File: config.mk
export PLATFORM = sky130hd
export DESIGN_NAME = uofl_global_irq
export DESIGN_NICKNAME = d
export VERILOG_FILES = /design/src/uofl_pkg.sv /design/src/uofl_edge_det.sv /design/src/uofl_global_irq.sv
export SDC_FILE = /design/constraint.sdc
export NUM_CORES = 1
export LEC_CHECK = 0
export ABC_AREA = 1
export BUFFER_PORTS_ARGS = -buffer_cell sky130_fd_sc_hd__buf_2
export CORE_MARGIN = 2
export CORE_UTILIZATION = 30
export CTS_CLUSTER_SIZE = 20
export DETAILED_ROUTE_END_ITERATION = 8
export MAX_ROUTING_LAYER = met4
export PLACE_DENSITY_LB_ADDON = 0.12
export SYNTH_ARGS = -nofsm -noshare
export SYNTH_HDL_FRONTEND = slang
export SYNTH_SLANG_ARGS = --single-unit
File: constraint.sdc
create_clock -name MCLK -period 1.9 [get_ports MCLK]
set_clock_uncertainty 0.2 [all_clocks]
set_input_delay 0.38 -clock MCLK [delete_from_list [all_inputs] [get_ports MCLK]]
set_output_delay 0.38 -clock MCLK [all_outputs]
set_load 0.005 [all_outputs]
File: src/uofl_pkg.sv
// Purpose : Shared constants for the global interrupt flag register bank.
// Assumes : 32-bit register words, byte addresses, word aligned.
// Notes   : Flag bit positions, access masks and reset values live here.
package uofl_pkg;

    localparam int          ADDR_W          = 12;

    // Register byte offsets
    localparam logic [11:0] OFS_BUS_CFG     = 12'h008;
    localparam logic [11:0] OFS_RST_CTRL    = 12'h010;
    localparam logic [11:0] OFS_IRQ_FLAGS   = 12'h014;
    localparam logic [11:0] OFS_IRQ_MASK    = 12'h018;
    localparam logic [11:0] OFS_DEV_CFG     = 12'h01C;

    // Flag bit positions
    localparam int          BIT_WAKEUP      = 31;
    localparam int          BIT_SESSION     = 30;
    localparam int          BIT_DISCONNECT  = 29;
    localparam int          BIT_ID_CHANGE   = 28;
    localparam int          BIT_PTXF_EMPTY  = 26;
    localparam int          BIT_HCH_SUM     = 25;
    localparam int          BIT_HPORT       = 24;
    localparam int          BIT_PER_INCOMPL = 21;
    localparam int          BIT_ISO_IN_INC  = 20;
    localparam int          BIT_OEP_SUM     = 19;
    localparam int          LOW_W           = 19;

    // Field positions in own control registers
    localparam int          BIT_CORE_SRST   = 0;
    localparam int          BIT_PTXF_THR    = 8;
    localparam int          EOPF_LSB        = 11;
    localparam int          EOPF_W          = 2;

    // Access classes of the flag register
    localparam logic [31:0] FLAGS_W1C_MASK  = 32'hF030_FC0A;
    localparam logic [31:0] FLAGS_RO_MASK   = 32'h070C_00F5;
    localparam logic [31:0] FLAGS_RST       = 32'h0400_0021;
    localparam logic [31:0] MASK_RST        = 32'h0000_0000;
    localparam logic [31:0] WORD_ZERO       = 32'h0000_0000;

endpackage : uofl_pkg

File: src/uofl_edge_det.sv
// Purpose : Detect rising and falling edges of sampled level inputs.
// Assumes : Inputs already synchronous to the clock.
// Notes   : First cycle after reset only primes the history, so no
//           spurious edge is reported for a level present at reset.
`timescale 1ns/10ps
module uofl_edge_det
    import uofl_pkg::*;
#(
    parameter int W = 2
)
(
    input  wire logic         clk,
    input  wire logic         rst,
    input  wire logic [W-1:0] din,
    output logic      [W-1:0] rise,
    output logic      [W-1:0] fall
);

    logic [W-1:0] prev_reg;
    logic         primed_reg;

    // Keep last sample; history is valid one cycle after reset
    always_ff @(posedge clk)
    begin
        if (rst)
        begin
            prev_reg   <= '0;
            primed_reg <= 1'b0;
        end
        else
        begin
            prev_reg   <= din;
            primed_reg <= 1'b1;
        end
    end

    assign rise = primed_reg ? (din & ~prev_reg) : '0;
    assign fall = primed_reg ? (~din & prev_reg) : '0;

endmodule : uofl_edge_det

File: src/uofl_global_irq.sv
// Purpose : Global interrupt flag register bank of a full-speed dual-role
//           USB core, with mask, level interrupt and soft reset control.
// Assumes : All event and status inputs are synchronous to MCLK.
// Notes   : Event inputs are one-cycle pulses, pending inputs are levels.
//
// Notes on behaviour
// - Soft reset bit returns core logic to reset
// - Flag register at 0x14 resets to 0x04000021
// - Wakeup flag on resume or remote wakeup
// - Session flag on SRP or B-device VBUS valid
// - Disconnect flag set in host mode only
// - ID pin change flag on any edge
// - Periodic FIFO empty level chosen by threshold
// - Channel summary follows pending channel flags
// - Port flag follows pending port flags
// - Host: periodic incomplete at frame end
// - Device: iso OUT incomplete at periodic end
// - Device: iso IN incomplete at periodic end
// - OUT endpoint summary follows pending endpoints
//
// The plain strobed port was chosen for this implementation.
`timescale 1ns/10ps
module uofl_global_irq
    import uofl_pkg::*;
#(
    parameter int NUM_HCH = 8,
    parameter int NUM_OEP = 4
)
(
    input  wire logic               MCLK,
    input  wire logic               SRST,
    // Register port
    input  wire logic [ADDR_W-1:0]  ADDR,
    input  wire logic [31:0]        WDATA,
    input  wire logic               WR,
    input  wire logic               RD,
    output logic      [31:0]        RDATA,
    // Role and link status
    input  wire logic               HOST_MODE,
    input  wire logic               A_DEVICE,
    input  wire logic               ID_PIN,
    input  wire logic               VBUS_VALID,
    // Link events, one-cycle pulses
    input  wire logic               RESUME_DET,
    input  wire logic               REMOTE_WKUP_DET,
    input  wire logic               SRP_DET,
    input  wire logic               DEV_DISCONNECT,
    input  wire logic               FRAME_END,
    input  wire logic               EOPF_POINT,
    // Pending levels
    input  wire logic               PERIODIC_PENDING,
    input  wire logic               ISO_OUT_PENDING,
    input  wire logic               ISO_IN_PENDING,
    input  wire logic               PTXF_HALF_EMPTY,
    input  wire logic               PTXF_EMPTY,
    input  wire logic [NUM_HCH-1:0] HCH_PENDING,
    input  wire logic               PORT_PENDING,
    input  wire logic [NUM_OEP-1:0] OEP_PENDING,
    // Lower flag bits: events for write-one-clear, levels for read-only
    input  wire logic [LOW_W-1:0]   LOW_EVENTS,
    input  wire logic [LOW_W-1:0]   LOW_LEVELS,
    // Outputs
    output logic                    IRQ,
    output logic                    CORE_SRST_ACTIVE,
    output logic                    PTXF_THRESHOLD,
    output logic      [EOPF_W-1:0]  EOPF_TIME
);

    // Register state
    logic [31:0]       irq_flags_reg;
    logic [31:0]       irq_flags_next;
    logic [31:0]       irq_mask_reg;
    logic              core_srst_reg;
    logic              ptxf_thr_reg;
    logic [EOPF_W-1:0] eopf_time_reg;
    logic [31:0]       rdata_reg;
    logic              irq_reg;

    // Address decode
    logic              sel_bus_cfg;
    logic              sel_rst_ctrl;
    logic              sel_flags;
    logic              sel_mask;
    logic              sel_dev_cfg;
    logic              wr_flags;
    logic              wr_mask;
    logic              wr_rst_ctrl;
    logic              wr_bus_cfg;
    logic              wr_dev_cfg;

    // Event derivation
    logic              core_rst;
    logic [1:0]        edge_rise;
    logic [1:0]        edge_fall;
    logic              id_changed;
    logic              vbus_rise;
    logic              ev_wakeup;
    logic              ev_session;
    logic              ev_disconnect;
    logic              ev_per_incompl;
    logic              ev_iso_in_inc;
    logic              lvl_ptxf_empty;
    logic              lvl_hch_sum;
    logic              lvl_hport;
    logic              lvl_oep_sum;
    logic [31:0]       set_vec;
    logic [31:0]       ro_vec;
    logic [31:0]       clr_vec;
    logic [31:0]       bus_cfg_word;
    logic [31:0]       rst_ctrl_word;
    logic [31:0]       dev_cfg_word;
    logic [31:0]       rd_word;

    // Decoding is an if/else-if chain on the byte address
    // Exact decode, so no register shows up again at an alias address
    always_comb
    begin
        sel_bus_cfg  = 1'b0;
        sel_rst_ctrl = 1'b0;
        sel_flags    = 1'b0;
        sel_mask     = 1'b0;
        sel_dev_cfg  = 1'b0;
        if (ADDR == OFS_BUS_CFG)
            sel_bus_cfg = 1'b1;
        else if (ADDR == OFS_RST_CTRL)
            sel_rst_ctrl = 1'b1;
        else if (ADDR == OFS_IRQ_FLAGS)
            sel_flags = 1'b1;
        else if (ADDR == OFS_IRQ_MASK)
            sel_mask = 1'b1;
        else if (ADDR == OFS_DEV_CFG)
            sel_dev_cfg = 1'b1;
    end

    assign wr_flags    = WR & sel_flags;
    assign wr_mask     = WR & sel_mask;
    assign wr_rst_ctrl = WR & sel_rst_ctrl;
    assign wr_bus_cfg  = WR & sel_bus_cfg;
    assign wr_dev_cfg  = WR & sel_dev_cfg;

    // Soft reset acts like the pin reset on flags, mask and edge history,
    // but leaves the configuration registers alone,
    // so software need not rebuild them after a soft reset
    assign core_rst = SRST | core_srst_reg;

    // Edge history for ID pin and VBUS valid
    uofl_edge_det #(
        .W    (2)
    ) u_edges (
        .clk  (MCLK),
        .rst  (core_rst),
        .din  ({VBUS_VALID, ID_PIN}),
        .rise (edge_rise),
        .fall (edge_fall)
    );

    // The ID pin reports both edges; VBUS only its rising edge, so the
    // falling edge output of the VBUS lane is left unread on purpose
    assign id_changed = edge_rise[0] | edge_fall[0];
    assign vbus_rise  = edge_rise[1];

    // Sticky event sources, qualified by the current role
    assign ev_wakeup      = HOST_MODE ? REMOTE_WKUP_DET : RESUME_DET;
    assign ev_session     = A_DEVICE ? SRP_DET : vbus_rise;
    assign ev_disconnect  = HOST_MODE & DEV_DISCONNECT;
    // Bit 21 is shared: host frame end or device periodic end point
    assign ev_per_incompl = HOST_MODE ? (FRAME_END & PERIODIC_PENDING)
                                      : (EOPF_POINT & ISO_OUT_PENDING);
    assign ev_iso_in_inc  = ~HOST_MODE & EOPF_POINT & ISO_IN_PENDING;

    // Summary levels drop on their own once the source flags clear
    // They hold no state: software clears the source, never these bits
    assign lvl_ptxf_empty = HOST_MODE & (ptxf_thr_reg ? PTXF_EMPTY
                                                      : PTXF_HALF_EMPTY);
    assign lvl_hch_sum    = HOST_MODE & (|HCH_PENDING);
    assign lvl_hport      = HOST_MODE & PORT_PENDING;
    assign lvl_oep_sum    = ~HOST_MODE & (|OEP_PENDING);

    // Set vector for write-one-clear flags
    // Role qualification is done above, so this block only places bits
    always_comb
    begin
        set_vec                  = {13'h0000, LOW_EVENTS};
        set_vec[BIT_WAKEUP]      = ev_wakeup;
        set_vec[BIT_SESSION]     = ev_session;
        set_vec[BIT_DISCONNECT]  = ev_disconnect;
        set_vec[BIT_ID_CHANGE]   = id_changed;
        set_vec[BIT_PER_INCOMPL] = ev_per_incompl;
        set_vec[BIT_ISO_IN_INC]  = ev_iso_in_inc;
    end

    // Level vector for read-only flags
    always_comb
    begin
        ro_vec                 = {13'h0000, LOW_LEVELS};
        ro_vec[BIT_PTXF_EMPTY] = lvl_ptxf_empty;
        ro_vec[BIT_HCH_SUM]    = lvl_hch_sum;
        ro_vec[BIT_HPORT]      = lvl_hport;
        ro_vec[BIT_OEP_SUM]    = lvl_oep_sum;
    end

    // Only ones written to write-one-clear positions clear anything;
    // reserved bits are never stored, so stray writes there do no harm,
    // and ones aimed at read-only positions are dropped by the masks below
    assign clr_vec = wr_flags ? (WDATA & FLAGS_W1C_MASK) : WORD_ZERO;

    // Set wins over a clear in the same cycle, so no event is lost
    assign irq_flags_next = (((irq_flags_reg & ~clr_vec) | set_vec)
                             & FLAGS_W1C_MASK)
                          | (ro_vec & FLAGS_RO_MASK);

    // Flag register and mask, loaded with FLAGS_RST and MASK_RST by pin or soft reset
    // Undefined mask bits are never stored and read back as zero
    always_ff @(posedge MCLK)
    begin
        if (core_rst)
        begin
            irq_flags_reg <= FLAGS_RST;
            irq_mask_reg  <= MASK_RST;
        end
        else
        begin
            irq_flags_reg <= irq_flags_next;
            if (wr_mask)
                irq_mask_reg <= WDATA & (FLAGS_W1C_MASK | FLAGS_RO_MASK);
        end
    end

    // Soft reset bit self-clears after one cycle of reset action
    always_ff @(posedge MCLK)
    begin
        if (SRST)
            core_srst_reg <= 1'b0;
        else
            core_srst_reg <= wr_rst_ctrl & WDATA[BIT_CORE_SRST] & ~core_srst_reg;
    end

    // Configuration registers survive the soft reset
    always_ff @(posedge MCLK)
    begin
        if (SRST)
        begin
            ptxf_thr_reg  <= 1'b0;
            eopf_time_reg <= '0;
        end
        else
        begin
            if (wr_bus_cfg)
                ptxf_thr_reg <= WDATA[BIT_PTXF_THR];
            if (wr_dev_cfg)
                eopf_time_reg <= WDATA[EOPF_LSB +: EOPF_W];
        end
    end

    // Read words, unused bits zero
    always_comb
    begin
        bus_cfg_word                         = WORD_ZERO;
        bus_cfg_word[BIT_PTXF_THR]           = ptxf_thr_reg;
        rst_ctrl_word                        = WORD_ZERO;
        rst_ctrl_word[BIT_CORE_SRST]         = core_srst_reg;
        dev_cfg_word                         = WORD_ZERO;
        dev_cfg_word[EOPF_LSB +: EOPF_W]     = eopf_time_reg;
    end

    // Unmapped addresses read as zero
    assign rd_word = sel_flags    ? irq_flags_reg :
                     sel_mask     ? irq_mask_reg  :
                     sel_rst_ctrl ? rst_ctrl_word :
                     sel_bus_cfg  ? bus_cfg_word  :
                     sel_dev_cfg  ? dev_cfg_word  : WORD_ZERO;

    // Read data stands only in the cycle after the strobe
    // Dropping to zero when idle keeps a stale word from being taken twice
    always_ff @(posedge MCLK)
    begin
        if (SRST)
            rdata_reg <= WORD_ZERO;
        else if (RD)
            rdata_reg <= rd_word;
        else
            rdata_reg <= WORD_ZERO;
    end

    // Level interrupt from any unmasked flag; one cycle behind the flags
    // The extra register keeps the pin glitch free at the cost of that cycle
    always_ff @(posedge MCLK)
    begin
        if (core_rst)
            irq_reg <= 1'b0;
        else
            irq_reg <= |(irq_flags_reg & irq_mask_reg);
    end

    assign RDATA            = rdata_reg;
    assign IRQ              = irq_reg;
    assign CORE_SRST_ACTIVE = core_srst_reg;
    assign PTXF_THRESHOLD   = ptxf_thr_reg;
    assign EOPF_TIME        = eopf_time_reg;

endmodule : uofl_global_irq

==> load_flow_metrics.sql, run 1 <==
INSERT INTO impl_metrics (metric_group, metric, value, unit) VALUES
('run_status', 'outcome', 'finished clean', ''),
('critical_path', 'crit_family', 'simple AND/OR/NAND/NOR gates', ''),
('place', 'place_area', '4430', 'um^2'),
('clocking', 'cts.sink_count', '84', ''),
('place', 'place_ws', '0.0629', 'ns'),
('floorplan', 'design.die.area', '13200', 'um^2'),
('clocking', 'cts_hold_repair.buffers', '0', ''),
('clocking', 'clk_transition_reported_paths', '0.07', 'ns'),
('critical_path', 'worstPathMaxFanout', '14', ''),
('timing', 'timing.final.crit_period', '1.49', 'ns'),
('cells_and_area', 'finalInstanceArea', '4740', 'um^2'),
('floorplan', 'core_area', '12000', 'um^2'),
('synth', 'synthCells', '515', ''),
('place', 'number_of_buffers_inserted_by_port_buffering', '115', ''),
('power', 'power', '3.90', 'mW'),
('clocking', 'htree_levels', '3', ''),
('clocking', 'worst_skew_pair_later_pin_latency', '0.35', 'ns'),
('global_route', 'grt_start_max_net_pins', '33', ''),
('critical_path', 'cp.arrival', '1.55', 'ns'),
('cells_and_area', 'syn2layout_area_growth', '28.4', '%'),
('drt', 'drt_iter0_drc', '134', ''),
('critical_path', 'timing.rr.start', 'CORE_SRST_ACTIVE$_SDFF_PP0_', ''),
('cells_and_area', 'largest_register_ffs', '26', ''),
('critical_path', 'timing.setup.critical_path_class', 'in -> reg', ''),
('drt', 'antenna_left', '0', ''),
('synth', 'post_syn_area', '3690', 'um^2'),
('clocking', 'cts-buffers-inserted', '9', ''),
('global_route', 'first_pass_grt_wire_length', '17.1', 'mm'),
('drt', 'vias', '3587', ''),
('timing', 'worst_hold_slack_across_all_endpoints', '0.0183', 'ns'),
('drt', 'wirelength', '10.8', 'mm'),
('global_route', 'grt_pass1_vias', '3470', ''),
('floorplan', 'initial_core_util', '30.7', '%'),
('floorplan', 'pin_count', '151', ''),
('critical_path', 'worst_ep_required_time', '1.97', 'ns'),
('drt', 'drtPass1Iterations', '5', ''),
('run', 'max_cap_viol_count', '0', ''),
('timing', 'finalWorstSetupSlack', '0.413', 'ns'),
('drt', 'vias_per_cell', '4.57', ''),
('critical_path', 'cell_chain_critical_path', 'buf_2 > inv_2 > nand2_1 > nor2_4 > nand2_2 > nor2_4 > nand2_1 > a21oi_1', ''),
('place', 'post-dp-hpwl', '7.85', 'mm'),
('clocking', 'clockRootBuffer', 'sky130_fd_sc_hd__clkbuf_16', ''),
('timing', 'final_hold_viol_count', '0', ''),
('timing', 'layout_worst_path_cycle_share', '78.3', '%'),
('cells_and_area', 'fill_cells', '1288', ''),
('global_route', 'track_usage', '17.6', '%'),
('place', 'gp_congestion', '0.809', ''),
('hold_path', 'worst_hold_path_type', 'in -> reg', ''),
('critical_path', 'start_kind', 'primary input', ''),
('drt', 'drcViolationCount', '0', ''),
('critical_path', 'worst_setup_ep_type', 'flip-flop', ''),
('clocking', 'cts_setup_buffers', '0', ''),
('hold_path', 'hold_start', 'LOW_LEVELS[5]', ''),
('timing', 'setup_viol', '0', ''),
('cells_and_area', 'antennaDiodeCount', '0', ''),
('timing', 'worst_slew_pin_slew', '0.525', 'ns'),
('synth', 'yosysUniqueCellTypes', '31', ''),
('timing', 'max-slew-margin-rel', '64.9', '%'),
('power', 'p_leak', '2.39', 'nW'),
('cells_and_area', 'nNetsFinal', '747', ''),
('synth', 'synth_sequential_area_ratio', '45.6', '%'),
('synth', 'flop_and_latch_count_out_of_synthesis', '84', ''),
('critical_path', 'worstPathBufferInverterCount', '2', ''),
('timing', 'slew_violations', '0', ''),
('critical_path', 'crit_path_max_incr_delay', '0.32', 'ns'),
('global_route', 'grt-ovfl-total', '0', ''),
('timing', 'timing.setup.tns', '0', 'ns'),
('synth', 'yosysWarnings', '0', ''),
('timing', 'maxClockFrequency', '673', 'MHz'),
('power', 'max-vdd-ir-drop', '397', 'uV'),
('floorplan', 'die_height', '115', 'um'),
('global_route', 'grt_antenna_before_repair', '0', ''),
('timing', 'grt_setup_unrepaired', 'no', ''),
('critical_path', 'worst_setup_path_startpoint', 'ADDR[3]', ''),
('critical_path', 'crit_path_max_delay_cell_type', 'sky130_fd_sc_hd__nor2_4', ''),
('power', 'power.density', '822', 'nW/um^2'),
('synth', 'avgSynthCellArea', '7.16', 'um^2'),
('floorplan', 'placement_rows', '40', ''),
('clocking', 'cts.repair.resized', '0', ''),
('cells_and_area', 'post_route_cells_drive_above_1_share', '26.2', '%'),
('floorplan', 'die_width', '115', 'um'),
('clocking', 'clock_tree.buffer_depth', '2', ''),
('drt', 'routed_wire_length_per_instance', '13.8', 'um'),
('clocking', 'clock_tree_from_tritoncts', 'yes', '');
-- through the flow --
| step | utilization [%] | std cells |
|---|---|---|
| finish | 39.4 | 785 |
| CTS | 39.4 | 785 |
| global route | 39.4 | 785 |
| global placement | 36.9 | 769 |
| detailed placement | 36.9 | 769 |
| floorplan | - | 520 |
-- cell families after synthesis --
group,count (synthesis),synth area share (%)
and+or+nand+nor,288,35.4
AOI/OAI and AO/OA,46,6.34
buffers and inverters,95,12.3
muxes,1,0.271
DFF,84,45.6
other,1,0.102
-- cells in the mapped netlist --
library cell	number	area share [%]
sky130_fd_sc_hd__buf_6	5	1.5
sky130_fd_sc_hd__nor4_1	3	0.51
sky130_fd_sc_hd__and3_1	1	0.17
sky130_fd_sc_hd__nor2_4	3	0.92
sky130_fd_sc_hd__clkbuf_1	8	0.81
sky130_fd_sc_hd__a31oi_1	1	0.17
sky130_fd_sc_hd__nand2_4	1	0.31
sky130_fd_sc_hd__buf_8	2	0.81
sky130_fd_sc_hd__mux2i_1	1	0.27
sky130_fd_sc_hd__nor2_1	72	7.3
sky130_fd_sc_hd__nor3_1	5	0.68
sky130_fd_sc_hd__or2_0	3	0.51
sky130_fd_sc_hd__inv_2	2	0.20
sky130_fd_sc_hd__o21ai_0	6	0.81
sky130_fd_sc_hd__nand3_1	44	6.0
sky130_fd_sc_hd__inv_1	61	6.2
sky130_fd_sc_hd__dfxtp_1	84	46
sky130_fd_sc_hd__buf_2	9	1.2
sky130_fd_sc_hd__buf_4	7	1.4
sky130_fd_sc_hd__nor2_8	1	0.54
sky130_fd_sc_hd__nand2_1	120	12
sky130_fd_sc_hd__nand4_1	24	4.1
sky130_fd_sc_hd__nor2_2	4	0.68
sky130_fd_sc_hd__a22oi_1	1	0.20
sky130_fd_sc_hd__or2_2	2	0.34
sky130_fd_sc_hd__conb_1	1	0.10
sky130_fd_sc_hd__nand3b_1	1	0.20
sky130_fd_sc_hd__nand2_2	3	0.51
sky130_fd_sc_hd__a21oi_1	38	5.2
sky130_fd_sc_hd__nand3_4	1	0.47
sky130_fd_sc_hd__buf_1	1	0.10
-- cell type report --
| class | instances | area [um^2] | share of cell area (%) |
|---|---|---|---|
| clock buffer | 12 | 256 | 5.41 |
| tap | 147 | 184 | 3.88 |
| timing repair buffer | 134 | 756 | 16.0 |
| sequential | 84 | 1680 | 35.5 |
| clock inverter | 4 | 47.5 | 1.00 |
| multi-input combinational | 341 | 1580 | 33.3 |
| inverter | 63 | 236 | 4.99 |
-- cell usage in the layout, fill, tap and decap left out --
cell type and count:
sky130_fd_sc_hd__a21oi_1 38, sky130_fd_sc_hd__a22oi_1 1, sky130_fd_sc_hd__a31oi_1 1, sky130_fd_sc_hd__and3_1 1, sky130_fd_sc_hd__buf_12 3, sky130_fd_sc_hd__buf_2 115, sky130_fd_sc_hd__buf_4 16, sky130_fd_sc_hd__bufinv_16 1
sky130_fd_sc_hd__clkbuf_1 1, sky130_fd_sc_hd__clkbuf_16 9, sky130_fd_sc_hd__clkbuf_8 2, sky130_fd_sc_hd__clkinv_2 2, sky130_fd_sc_hd__clkinvlp_4 1, sky130_fd_sc_hd__conb_1 6, sky130_fd_sc_hd__dfxtp_1 84, sky130_fd_sc_hd__inv_1 61
sky130_fd_sc_hd__inv_2 2, sky130_fd_sc_hd__mux2i_1 1, sky130_fd_sc_hd__nand2_1 120, sky130_fd_sc_hd__nand2_2 3, sky130_fd_sc_hd__nand2_4 1, sky130_fd_sc_hd__nand3_1 44, sky130_fd_sc_hd__nand3_4 1, sky130_fd_sc_hd__nand3b_1 1
sky130_fd_sc_hd__nand4_1 24, sky130_fd_sc_hd__nor2_1 71, sky130_fd_sc_hd__nor2_2 5, sky130_fd_sc_hd__nor2_4 3, sky130_fd_sc_hd__nor2_8 1, sky130_fd_sc_hd__nor3_1 5, sky130_fd_sc_hd__nor4_1 3, sky130_fd_sc_hd__o21ai_0 6
sky130_fd_sc_hd__or2_0 3, sky130_fd_sc_hd__or2_2 2
-- power breakdown --
part	leakage (nW)	internal (mW)	switching [mW]	total, mW
sequential	0.684	1.80	0.0243	1.82
clock	0.149	1.09	0.733	1.82
combinational	1.56	0.110	0.143	0.253
-- path summary, 6_finish.rpt --
kind	to	slack, ns	depth (start not counted)
hold / removal	irq_flags_reg[5]$_SDFF_PN1_	0.02	2
setup reg to reg	irq_flags_reg[18]$_SDFF_PN0_	0.44	4
setup / recovery	RDATA[28]$_SDFF_PP0_	0.41	8
hold reg to reg	RDATA[19]$_SDFF_PP0_	0.27	2
-- metal layers --
metal | track usage (%) | up-vias | share of wire, %
met5 | - | - | 0
met2 | 28.4 | 95 | 47
met1 | 21.8 | 1633 | 47
li1 | - | 1848 | -
met4 | 6.67 | 0 | 1.4
met3 | 3.32 | 11 | 4.9
(Power assumes the default switching activity.)
==> inputs of run 2 (changes only) <==
- clock period: 1.9 -> 1.25 ns (I/O delays scaled with it)
==> run 2 against run 1 <==
Highest routed layer unchanged. Global-route usage increased by 1.6 points. Critical path depth decreased by 6. Clock power grew 32%. Hold slack got worse by 0.023 ns. Cell count rose by 11%. Critical path type is now reg -> out. The flow now finishes with violations (negative hold slack, negative setup slack).
==> load_flow_metrics.sql, run 2 (synthesis gave the netlist of run 1 again) <==
INSERT INTO impl_metrics (metric_group, metric, value, unit) VALUES
('cells_and_area', 'mostFrequentLayoutCell', 'sky130_fd_sc_hd__nand2_1', ''),
('critical_path', 'cp.arrival', '0.88', 'ns'),
('clocking', 'htree_levels', '3', ''),
('timing', 'grt_setup_unrepaired', 'yes', ''),
('floorplan', 'initial_core_util', '30.7', '%'),
('floorplan', 'pin_count', '151', ''),
('drt', 'wirelength', '13.2', 'mm'),
('place', 'number_of_buffers_inserted_by_port_buffering', '115', ''),
('place', 'gp_congestion', '0.808', ''),
('clocking', 'clock_tree_from_tritoncts', 'yes', ''),
('power', 'max-vdd-ir-drop', '549', 'uV'),
('hold_path', 'worst_hold_path_type', 'in -> reg', ''),
('global_route', 'grt_most_used_layer', 'met2', ''),
('timing', 'final_hold_viol_count', '1', ''),
('timing', 'finalWorstSetupSlack', '-0.0764', 'ns'),
('cells_and_area', 'largest_register_ffs', '26', ''),
('place', 'place_ws', '-0.282', 'ns'),
('power', 'p_leak', '2.89', 'nW'),
('drt', 'drt_iter0_drc', '223', ''),
('timing', 'slew_violations', '0', ''),
('floorplan', 'die_height', '115', 'um'),
('place', 'dpl.cell_count', '782', ''),
('clocking', 'clockRootBuffer', 'sky130_fd_sc_hd__clkbuf_16', ''),
('floorplan', 'placement_rows', '40', ''),
('clocking', 'cts.sink_count', '84', ''),
('clocking', 'worst_skew_pair_later_pin_latency', '0.34', 'ns'),
('global_route', 'grt-ovfl-total', '0', ''),
('timing', 'timing.final.crit_period', '1.33', 'ns'),
('power', 'power.density', '967', 'nW/um^2'),
('drt', 'routed_wire_length_per_instance', '15.1', 'um'),
('critical_path', 'worst_setup_ep_type', 'primary output', ''),
('cells_and_area', 'most-common-layout-cells', 'sky130_fd_sc_hd__nand2_1 (110), sky130_fd_sc_hd__buf_2 (108), sky130_fd_sc_hd__dfxtp_1 (74)', ''),
('critical_path', 'timing.setup.critical_path_class', 'reg -> out', ''),
('cells_and_area', 'syn2layout_area_growth', '62.7', '%'),
('cells_and_area', 'post_route_cells_drive_above_1_share', '32.9', '%'),
('global_route', 'grt_use_met3', '3.00', '%'),
('place', 'post-dp-hpwl', '8.07', 'mm'),
('timing', 'worst_hold_slack_across_all_endpoints', '-0.00506', 'ns'),
('timing', 'layout_worst_path_cycle_share', '106', '%'),
('timing', 'maxClockFrequency', '754', 'MHz'),
('run_status', 'violations', 'negative hold slack, negative setup slack', ''),
('run_status', 'outcome', 'finished with violations', ''),
('drt', 'drtPass1Iterations', '5', ''),
('timing', 'setup_viol', '23', ''),
('clocking', 'clock_tree.buffer_depth', '2', ''),
('run', 'max_cap_viol_count', '0', ''),
('floorplan', 'design.die.area', '13200', 'um^2'),
('global_route', 'grt_start_max_net_pins', '39', ''),
('drt', 'drcViolationCount', '0', ''),
('cells_and_area', 'layout.cells.non_filler', '874', ''),
('global_route', 'grt_antenna_before_repair', '0', ''),
('cells_and_area', 'fill_cells', '1197', ''),
('cells_and_area', 'nNetsFinal', '837', ''),
('floorplan', 'die_width', '115', 'um'),
('global_route', 'grt_util_met2', '32.4', '%'),
('global_route', 'first_pass_grt_wire_length', '18.9', 'mm'),
('global_route', 'track_usage', '19.2', '%'),
('clocking', 'clk_transition_reported_paths', '0.06', 'ns'),
('global_route', 'grt_pass1_vias', '3941', ''),
('cells_and_area', 'antennaDiodeCount', '0', ''),
('global_route', 'globalRouteMet1Util', '22.7', '%'),
('drt', 'antenna_left', '0', ''),
('floorplan', 'core_area', '12000', 'um^2'),
('clocking', 'cts-buffers-inserted', '9', ''),
('critical_path', 'worstPathMaxFanout', '2', ''),
('drt', 'vias', '4025', ''),
('critical_path', 'start_kind', 'flip-flop', ''),
('drt', 'vias_per_cell', '4.61', ''),
('critical_path', 'worst_ep_required_time', '0.80', 'ns');
## run 2: changes by cell type in the layout (fill, tap and decap cells not counted), moves of 11 or more
cell,previous run,this run
sky130_fd_sc_hd__buf_6,0,11
sky130_fd_sc_hd__dlygate4sd3_1,0,58
sky130_fd_sc_hd__buf_4,16,27
sky130_fd_sc_hd__nor2_1,71,59
## run 2: through the flow
stage / instance area, um^2 / hold WS, ns / total power, mW / utilization (%) / TNS, ns
2_1_floorplan: 3750 / 0.157 / 3.00 / - / -2.61
3_3_place_gp: 4640 / 0.238 / 3.26 / 38.6 / -17.11
3_5_place_dp: 4640 / 0.242 / 3.26 / 38.6 / -17.52
4_1_cts: 5510 / 0.00101 / 5.81 / 45.9 / -0.0847
5_1_grt: 6000 / 0.0257 / 6.02 / 50.0 / -2.95
6_report: 6000 / -0.00506 / 5.80 / 50.0 / -0.426
## run 2: repair_timing
| action | in CTS | in global routing |
|---|---|---|
| setup endpoints to repair | 29 | 47 |
| pin swaps | 0 | 22 |
| buffers inserted | 3 | 7 |
| gates resized for setup | 11 | 54 |
| hold endpoints to repair | 49 | 0 |
| gates cloned | 0 | 10 |
| hold buffers | 58 | 0 |
## run 2: layer usage
| metal | wire length [um] | part of all wire (%) | vias up |
|---|---|---|---|
| met5 | 0 | 0 | - |
| met4 | 285 | 2.2 | 0 |
| met3 | 619 | 4.7 | 21 |
| met2 | 6610 | 50 | 121 |
| met1 | 5640 | 43 | 1851 |
| li1 | - | - | 2032 |
## run 2: critical path, cell delays in order, from the launching register on
cell and delay, ns:
sky130_fd_sc_hd__dfxtp_2 0.33, sky130_fd_sc_hd__buf_6 0.11, sky130_fd_sc_hd__buf_6 0.10
## run 2: final cells by class
| cell class | instances | area (um^2) | share of cell area, % |
|---|---|---|---|
| clock inverters | 2 | 12.5 | 0.208 |
| multi-input cells | 341 | 1750 | 29.2 |
| flip-flops and latches | 84 | 1690 | 28.2 |
| repair buffers | 224 | 1880 | 31.3 |
| clock buffers | 13 | 240 | 4.00 |
| inverters | 63 | 241 | 4.02 |
| well taps | 147 | 184 | 3.06 |
## run 2: path summary, 6_finish.rpt
path / slack (ns) / depth (start not counted) / endpoint / from
worst max-delay path: -0.08 / 2 / CORE_SRST_ACTIVE / CORE_SRST_ACTIVE$_SDFF_PP0_
worst min-delay path: -0.005 / 3 / irq_flags_reg[21]$_SDFF_PN0_ / PERIODIC_PENDING
worst max register to register: 0.01 / 5 / irq_flags_reg[25]$_SDFF_PN0_ / CORE_SRST_ACTIVE$_SDFF_PP0_
worst min register to register: 0.27 / 2 / RDATA[24]$_SDFF_PP0_ / irq_flags_reg[24]$_SDFF_PN0_
## run 2: where the power goes
group / internal [mW] / switching [mW]
registers: 2.73 / 0.0368
logic: 0.336 / 0.280
clock network: 1.34 / 1.08
